--- config.mk ---
export PLATFORM = sky130hd
export DESIGN_NAME = rvr_regs
export DESIGN_NICKNAME = d
export VERILOG_FILES = /design/src/rtl/rvr_pkg.sv /design/src/rtl/rvr_ramp.sv /design/src/rtl/rvr_regs.sv
export SDC_FILE = /design/constraint.sdc
export NUM_CORES = 1
export LEC_CHECK = 0
export BUFFER_PORTS_ARGS = -buffer_cell sky130_fd_sc_hd__buf_2
export CAP_MARGIN = 5
export CORE_MARGIN = 4
export CORE_UTILIZATION = 50
export DETAILED_ROUTE_END_ITERATION = 8
export PLACE_DENSITY = 0.72
export RECOVER_POWER = 25
export SETUP_SLACK_MARGIN = 0.02
export SKIP_CTS_REPAIR_TIMING = 1
export SYNTH_ARGS = -nofsm -noshare
export SYNTH_HDL_FRONTEND = slang
export SYNTH_HIERARCHICAL = 1
export SYNTH_SLANG_ARGS = --single-unit
--- constraint.sdc ---
create_clock -name pclk -period 5.8 [get_ports pclk]
set_clock_uncertainty 0.1 [all_clocks]
set_input_delay 1.45 -clock pclk [delete_from_list [all_inputs] [get_ports pclk]]
set_output_delay 1.45 -clock pclk [all_outputs]
set_load 0.02 [all_outputs]
--- src/rtl/rvr_pkg.sv ---
// Function
// - with preset bit 7 clear, a written code applies at once.
// - with preset bit set, code is held and applied at power-down instead.
// - go bit 0 ramps the core buck to its target.
// - go bit 1 ramps the processor buck to its target.
// - go bit 2 ramps the memory buck to its target.
// - go bit 3 ramps the second LDO to its target.
// - go bit 4 ramps the third LDO to its target.
// - each go bit self-clears once its rail reaches the target.
// - writes to a ramping rail's register are ignored; core go blocks processor register.
// - a buck ramping under its go bit is forced to PWM.
// - second and third LDO go bits ignored while their preset bit is set.
// - supply bit 5 closes the peripheral switch under sequencer control.
// - supply bit 6 closes the memory switch under sequencer control.
// - lock bit 7 clear lets host write all voltage codes.
// - lock set rejects code writes; enables, ramps and sequencing still work.
// Constants and carriers of the regulator ramp control block.
// Assumes one 10 MHz clock domain and an APB master.
`default_nettype none
package rvr_pkg;
  localparam int          ADDR_W     = 12;
  localparam int          CODE_W     = 6;
  localparam int          NRAIL      = 5;
  localparam logic [7:0]  IDX_LTEN   = 8'h3B;
  localparam logic [7:0]  IDX_SUPPLY = 8'h3C;
  localparam logic [7:0]  IDX_RAIL0  = 8'h30;
  localparam int          EN_BIT     = 6;
  localparam int          PRESET_BIT = 7;
  localparam int          RAIL_CORE  = 0;
  localparam int          RAIL_PROC  = 1;
  localparam int          RAIL_LSEC  = 3;
  localparam logic [5:0]  CODE_MAX   = 6'h30;
  localparam logic [11:0] MV_BASE    = 12'h4B0;
  localparam logic [11:0] MV_STEP    = 12'h032;
  localparam int          CLK_NS     = 100;
  localparam int          STEP_NS    = 1000;
  localparam int          STEP_CYC   = (STEP_NS + CLK_NS - 1) / CLK_NS;
  localparam logic [7:0]  LTEN_RST   = 8'h00;
  localparam logic [7:0]  SUPPLY_RST = 8'h00;
  localparam logic [7:0]  RAIL_RST   = 8'h00;

  typedef struct packed {
    logic       preset;
    logic       en;
    logic [5:0] code;
  } rvr_ldo_ctrl_t;

  typedef struct packed {
    logic       lock;
    logic       msw;
    logic       psw;
    logic [4:0] go;
  } rvr_supply_t;

  typedef struct packed {
    logic       go;
    logic [5:0] target;
  } rvr_ramp_t;

  typedef struct packed {
    logic        on;
    logic [5:0]  code;
    logic [11:0] mv;
  } rvr_ldo_ten_out_t;
endpackage
`default_nettype wire

--- src/rtl/rvr_ramp.sv ---
// One rail ramp engine: steps the present code toward the target.
// Assumes go holds until done is seen by the owner.
`default_nettype none
module rvr_ramp #(
  parameter int STEP_CYC = rvr_pkg::STEP_CYC
) (
  // Clock and reset
  input  wire logic              pclk,
  input  wire logic              presetn,
  // Ramp request and state
  input  wire rvr_pkg::rvr_ramp_t ramp,
  output logic [5:0]             present,
  output logic                   done
);
  localparam int CNT_W = $clog2(STEP_CYC + 1);

  if (STEP_CYC < 1) begin : g_chk
    $error("STEP_CYC must be at least 1");
  end

  typedef struct packed {
    logic [CNT_W-1:0] cnt;
    logic [5:0]       present;
  } rvr_ramp_state_t;

  rvr_ramp_state_t s;
  rvr_ramp_state_t next_s;

  assign present = s.present;
  assign done    = ramp.go && (s.present == ramp.target);

  always_comb begin
    next_s = s;
    if (ramp.go && !done) begin
      if (s.cnt == CNT_W'(STEP_CYC - 1)) begin
        next_s.cnt = '0;
        // One code per step interval
        if (s.present < ramp.target) begin
          next_s.present = s.present + 6'h01;
        end else begin
          next_s.present = s.present - 6'h01;
        end
      end else begin
        next_s.cnt = s.cnt + CNT_W'(1);
      end
    end else begin
      next_s.cnt = '0;
    end
  end

  always_ff @(posedge pclk or negedge presetn) begin
    if (!presetn) begin
      s <= '{cnt: '0, present: rvr_pkg::RAIL_RST[5:0]};
    end else begin
      s <= next_s;
    end
  end
endmodule
`default_nettype wire

--- src/rtl/rvr_regs.sv ---
// Register bank and ramp control of the regulator block, APB slave.
// Assumes the sequencer inputs are synchronous to pclk.
//
// The implementer's own choice: the APB slave port.
`default_nettype none
module rvr_regs #(
  parameter int STEP_CYC = rvr_pkg::STEP_CYC
) (
  // Clock and reset
  input  wire logic                         pclk,
  input  wire logic                         presetn,
  // APB slave
  input  wire logic                         psel,
  input  wire logic                         penable,
  input  wire logic                         pwrite,
  input  wire logic [rvr_pkg::ADDR_W-1:0]   paddr,
  input  wire logic [31:0]                  pwdata,
  output logic [31:0]                       prdata,
  output logic                              pready,
  output logic                              pslverr,
  // Sequencer
  input  wire logic                         power_down,
  input  wire logic                         seq_periph_on,
  input  wire logic                         seq_mem_on,
  // Regulator controls
  output logic [rvr_pkg::NRAIL-1:0][5:0]    rail_code,
  output logic [2:0]                        buck_pwm_force,
  output rvr_pkg::rvr_ldo_ten_out_t         ldo_ten_out,
  output logic                              periph_switch_pin,
  output logic                              memory_switch_pin
);
  localparam int NRAIL = rvr_pkg::NRAIL;

  if (STEP_CYC < 1) begin : g_chk
    $error("STEP_CYC must be at least 1");
  end

  typedef struct packed {
    rvr_pkg::rvr_ldo_ctrl_t         ldo_ten;
    rvr_pkg::rvr_supply_t           sup;
    logic [NRAIL-1:0][7:0]          rail;
    logic [31:0]                    prdata;
    logic                           pready;
    logic                           pslverr;
    rvr_pkg::rvr_ldo_ten_out_t      l10o;
    logic                           psw;
    logic                           msw;
    logic [2:0]                     pwm;
  } rvr_state_t;

  localparam rvr_state_t RST_S = '{
    ldo_ten: rvr_pkg::LTEN_RST,
    sup:     rvr_pkg::SUPPLY_RST,
    rail:    {NRAIL{rvr_pkg::RAIL_RST}},
    l10o:    '{on: 1'b0, code: rvr_pkg::LTEN_RST[5:0], mv: rvr_pkg::MV_BASE},
    default: '0
  };

  function automatic logic [5:0] sat_code(input logic [5:0] c);
    sat_code = (c > rvr_pkg::CODE_MAX) ? rvr_pkg::CODE_MAX : c;
  endfunction

  function automatic logic [11:0] code_mv(input logic [5:0] c);
    code_mv = rvr_pkg::MV_BASE + 12'({6'h00, c} * rvr_pkg::MV_STEP);
  endfunction

  rvr_state_t        s;
  rvr_state_t        next_s;
  logic [7:0]        idx;
  logic [7:0]        rofs;
  logic [2:0]        ridx;
  logic              in_page;
  logic              hit_l10;
  logic              hit_sup;
  logic              hit_rail;
  logic              acc;
  logic              wr;
  logic [NRAIL-1:0]  done;
  logic [NRAIL-1:0]  blocked;
  logic [NRAIL-1:0]  go_refused;

  // Ramp engines, one per rail
  for (genvar g = 0; g < NRAIL; g++) begin : g_rail
    rvr_pkg::rvr_ramp_t req;
    assign req = '{go: s.sup.go[g], target: s.rail[g][5:0]};
    rvr_ramp #(
      .STEP_CYC (STEP_CYC)
    ) rvr_ramp_inst (
      .pclk    (pclk),
      .presetn (presetn),
      .ramp    (req),
      .present (rail_code[g]),
      .done    (done[g])
    );
  end

  assign prdata            = s.prdata;
  assign pready            = s.pready;
  assign pslverr           = s.pslverr;
  assign buck_pwm_force    = s.pwm;
  assign ldo_ten_out       = s.l10o;
  assign periph_switch_pin = s.psw;
  assign memory_switch_pin = s.msw;

  // Address decode; byte address is four times the index
  always_comb begin
    idx      = paddr[9:2];
    rofs     = idx - rvr_pkg::IDX_RAIL0;
    ridx     = rofs[2:0];
    in_page  = (paddr[rvr_pkg::ADDR_W-1:10] == '0) && (paddr[1:0] == 2'h0);
    hit_l10  = in_page && (idx == rvr_pkg::IDX_LTEN);
    hit_sup  = in_page && (idx == rvr_pkg::IDX_SUPPLY);
    hit_rail = in_page && (rofs < 8'(NRAIL));
    acc      = psel && penable;
    wr       = acc && pwrite && s.pready;
  end

  always_comb begin
    for (int i = 0; i < NRAIL; i++) begin
      blocked[i]    = s.sup.go[i] || (i == rvr_pkg::RAIL_PROC && s.sup.go[rvr_pkg::RAIL_CORE]);
      go_refused[i] = (i >= rvr_pkg::RAIL_LSEC) && s.rail[i][rvr_pkg::PRESET_BIT];
    end
  end

  always_comb begin
    next_s         = s;
    next_s.pready  = acc && !s.pready;
    next_s.pslverr = 1'b0;
    // Read data is captured on the same edge that raises pready
    if (acc && !s.pready) begin
      next_s.prdata  = '0;
      next_s.pslverr = !(hit_l10 || hit_sup || hit_rail);
      if (hit_l10) begin
        next_s.prdata[7:0] = s.ldo_ten;
      end else if (hit_sup) begin
        next_s.prdata[7:0] = s.sup;
      end else if (hit_rail) begin
        next_s.prdata[7:0] = s.rail[ridx];
      end
    end
    for (int i = 0; i < NRAIL; i++) begin
      next_s.sup.go[i] = s.sup.go[i] && !done[i];
    end
    if (wr && hit_l10) begin
      next_s.ldo_ten.en     = pwdata[rvr_pkg::EN_BIT];
      next_s.ldo_ten.preset = pwdata[rvr_pkg::PRESET_BIT];
      if (!s.sup.lock) begin
        next_s.ldo_ten.code = pwdata[5:0];
      end
    end
    if (wr && hit_sup) begin
      next_s.sup.lock = pwdata[7];
      next_s.sup.msw  = pwdata[6];
      next_s.sup.psw  = pwdata[5];
      // A new go beats a same-cycle completion
      for (int i = 0; i < NRAIL; i++) begin
        if (pwdata[i] && !go_refused[i]) begin
          next_s.sup.go[i] = 1'b1;
        end
      end
    end
    if (wr && hit_rail && !blocked[ridx]) begin
      next_s.rail[ridx][rvr_pkg::PRESET_BIT] = pwdata[rvr_pkg::PRESET_BIT];
      if (!s.sup.lock) begin
        next_s.rail[ridx][5:0] = pwdata[5:0];
      end
    end
    // Tenth LDO output stage
    if (!next_s.ldo_ten.preset || power_down) begin
      next_s.l10o.code = sat_code(next_s.ldo_ten.code);
    end
    next_s.l10o.on = next_s.ldo_ten.en && (!power_down || next_s.ldo_ten.preset);
    next_s.l10o.mv = code_mv(next_s.l10o.code);
    next_s.pwm     = next_s.sup.go[2:0];
    next_s.psw     = next_s.sup.psw && seq_periph_on;
    next_s.msw     = next_s.sup.msw && seq_mem_on;
  end

  always_ff @(posedge pclk or negedge presetn) begin
    if (!presetn) begin
      s <= RST_S;
    end else begin
      s <= next_s;
    end
  end
endmodule
`default_nettype wire

==> key figures <==
Finish
  • # fillers: 1462
  • Final Non-Filler Cells: 1095
  • Commonest non-fill, non-tap cells in the layout: 124 x dfrtp_1, 88 x buf_2, 84 x ha_1, 79 x nand2_1, 57 x mux2_2
  • Register area: 3210 sq um
  • Multi-input logic area: 4430 sq um
  • Fin area: 9290 sq um
  • Fraction of layout instances using a drive strength above 1: 0.258
  • Synthesis-to-layout area growth: 9.82%
  • Nets: 1004
  • Most common cell after layout, fill and taps aside: dfrtp_1
  • Antenna cell count: 0

GRT
  • Number of global-route vias before repair: 5592
  • First-pass GRT wire length: 28.4 mm
  • Initial antenna violation count: 1
  • GRT Util Overall: 0.179
  • Largest net degree at the start of global routing: 99
  • GR Overflow Total: 0

Power
  • Tot Pwr: 2.15 mW
  • Net Sw Frac: 0.224
  • Clk network pwr share: 0.530
  • Leak: 4.69 nW
  • Switch Pwr: 482 uW
  • VDD IR max: 0.224 mV
  • Power share of the combinational group: 0.049
  • Int Pwr: 1.67 mW
  • Register share of total power: 0.421
  • Power density over cell area: 232 nW/um^2

Drt
  • Post-route ant nets: 0
  • Drt drc: 0
  • Initial DRC Count: 298
  • DRT Pass-1 Iters: 4
  • Vias/cell: 5.16
  • Vias: 5646
  • WL final: 16.4 mm
  • Post-DR wirelength/cell: 15.0 microns

STA
  • Final worst path period need: 5.41 ns
  • Final setup fails: 0
  • RSZ-0062 raised after global routing: no
  • Final Hold Vio Count: 0
  • Fin. max-slew vios: 99
  • Achievable Freq: 185 MHz
  • Worst slew pin tran: 2.47 ns
  • Slew margin rel.: -0.645
  • Hold WS: 0.390 ns
  • Final period utilization: 0.932

Place
  • Area after DPL: 8670 sq um
  • Post-Place Cells: 1063
  • Port Buffers: 90
  • HPWL after DPL: 12.4 mm
  • GP Congestion: 0.841

Clocking
  • Clock buffer count from CTS: 17
  • Htree depth: 4
  • Clk sinks: 128
  • Worst-Skew Late Latency: 0.42 ns
  • Clock Tree Root: clkbuf_16
  • Longest Clk Path Bufs: 2
  • Clk slew on worst S/H paths: 0.06 ns
  • CTS tree: done

Synth
  • Sequential element share of the synthesized area: 0.379
  • Synth warnings: 6
  • Ys flop type: dfrtp_1
  • Ranking of synthesized cells by area: dfrtp_1 37%, ha_1 12%, buf_4 7.7%, mux2_2 7.6%, nand2_1 3.3%
  • Number of synthesized flops with an enable pin: 0
  • Share of the synthesized area in the top cell type: 0.367
  • Flops & latches, synth: 128
  • Gate Count Post-Synth: 814
  • Asr flop ratio synth: 1.00
  • Distinct cells, synth: 63
  • Mapped cell area: 8460 sq um
  • Syn_area_per_cell: 10.4 sq um
  • Top cell type by total area after synthesis: dfrtp_1

Floorplanning
  • Die area: 19100 sq um
  • Starting Density: 0.510
  • Die width: 138 microns
  • Ports: 140
  • Die height: 138 microns
  • Rows: 47
  • Core ar.: 16600 sq um

Min path
  • Hold WC Path Type: reg -> reg

Critical path
  • Worst Path Required: 5.99 ns
  • Worst Path Max Fanout: 7
  • Worst Setup End Kind: flip-flop
  • Worst Setup Path Type: in -> reg
  • Setup crit start kind: input pin
  • Critical path arrival: 5.59 ns

Job
  • Max_cap viols: 1

Run status
  • Status: complete, but fails checks
  • Failing checks: max-capacitance violations, max-slew violations
## critical path, cell delays in order
cell       delay, ns
buf_2           0.11
nor4_4          0.28
nand4b_1        0.30
mux2i_1         0.24
nor2_2          0.36
mux2_2          0.44
ha_1            0.31
ha_1            0.30
ha_1            0.29
ha_1            0.34
o21ai_0         0.12
or4b_2          0.62
o2111ai_1       0.17
a31oi_1         0.09
xnor2_1         0.15
## final cells by class
type	instances	share of cell area
Clock buffer	19	0.0488
Clock inverter	13	0.0199
Inverter	55	0.0222
Multi-Input combinational cell	559	0.477
Sequential cell	128	0.345
Tap cell	220	0.0296
Timing Repair Buffer	101	0.0573
## synthesized netlist by cell type, drive strengths merged, types with 3 or more instances
| library cell | count |
|---|---|
| mux2i | 7 |
| nand3b | 3 |
| dfrtp | 124 |
| a211oi | 7 |
| mux2 | 63 |
| mux4 | 4 |
| a21boi | 3 |
| clkbuf | 6 |
| o21bai | 5 |
| nor3b | 8 |
| a31oi | 8 |
| nor4 | 3 |
| nor2 | 43 |
| fa | 6 |
| a211o | 5 |
| nand2b | 6 |
| nor2b | 11 |
| nand3 | 10 |
| xor2 | 24 |
| ha | 84 |
| inv | 54 |
| dfstp | 4 |
| nand4 | 6 |
| o22ai | 9 |
| a21oi | 33 |
| o21ai | 38 |
| buf | 90 |
| and2 | 9 |
| xnor2 | 26 |
| o211ai | 3 |
| nand2 | 79 |
| a21o | 11 |
## routing by layer
layer  GRT usage  vias to the layer above  share of wire
met1       0.234                     2708           0.44
met4      0.0582                        2          0.017
li1            -                     2812              -
met5           0                        -        0.00073
met2       0.293                       98           0.49
met3      0.0439                       26          0.051
## through the flow
stage | TNS, ns | setup slack, ns | util
global route | 0 | 0.108 | 0.560
finish | 0 | 0.393 | 0.560
floorplan | 0 | 0.256 | -
detailed placement | -0.0590 | -0.0590 | 0.523
CTS | 0 | 0.378 | 0.561
global placement | 0 | 0.0370 | 0.523
## flip-flops by register name (all words and copies together) (netlist names)
signal / flops
pready: 1
s: 14
blocked: 3
prdata: 8
pslverr: 1
buck_pwm_force: 2
g_rail.rvr_ramp_inst/s: 20
go_refused: 2
memory_switch_pin: 1
g_rail.req: 30
g_rail.rvr_ramp_inst/present: 30
ldo_ten_out: 15
periph_switch_pin: 1
## power groups by stage
| stage | registers (mW) | clock network (mW) | logic (mW) |
|---|---|---|---|
| after global placement | 0.922 | 0 | 0.107 |
| after global routing | 0.907 | 1.20 | 0.117 |
| after detailed placement | 0.922 | 0 | 0.108 |
| final | 0.907 | 1.14 | 0.106 |
| after CTS | 0.907 | 1.16 | 0.108 |
| after floorplan | 0.922 | 0 | 0.0774 |
## cell families (layout without fill, tap and decap cells)
family / count (synthesis) / after routing / synth area share
compound gates: 130 / 130 / 0.0981
mux: 74 / 74 / 0.103
flops: 128 / 128 / 0.379
buf+inv: 151 / 188 / 0.106
other cells: 1 / 25 / 0.000443
simple gates: 190 / 190 / 0.123
fa+ha+maj: 90 / 90 / 0.138
xor+xnor: 50 / 50 / 0.0518
## path summary, 6_finish.rpt
path                                                                        to  slack [ns]                              startpoint  depth (start not counted)
worst max-delay path                                 ldo_ten_out[11]$_DFF_PN0_        0.39                               paddr[11]                         15
worst min-delay path                    g_rail[4].rvr_ramp_inst/s[6]$_DFF_PN0_        0.39  g_rail[4].rvr_ramp_inst/s[6]$_DFF_PN0_                          1
worst max register to register                       ldo_ten_out[11]$_DFF_PN0_        1.32                        pready$_DFF_PN0_                         14
worst min register to register          g_rail[4].rvr_ramp_inst/s[6]$_DFF_PN0_        0.39  g_rail[4].rvr_ramp_inst/s[6]$_DFF_PN0_                          1
max in group asynchronous                                prdata[5]$_DFFE_PN0P_        2.40                                 presetn                          2
min in group asynchronous       g_rail[0].rvr_ramp_inst/present[4]$_DFFE_PN0P_        1.67                                 presetn                          1
Note: power is estimated with default switching activity, not from simulation.
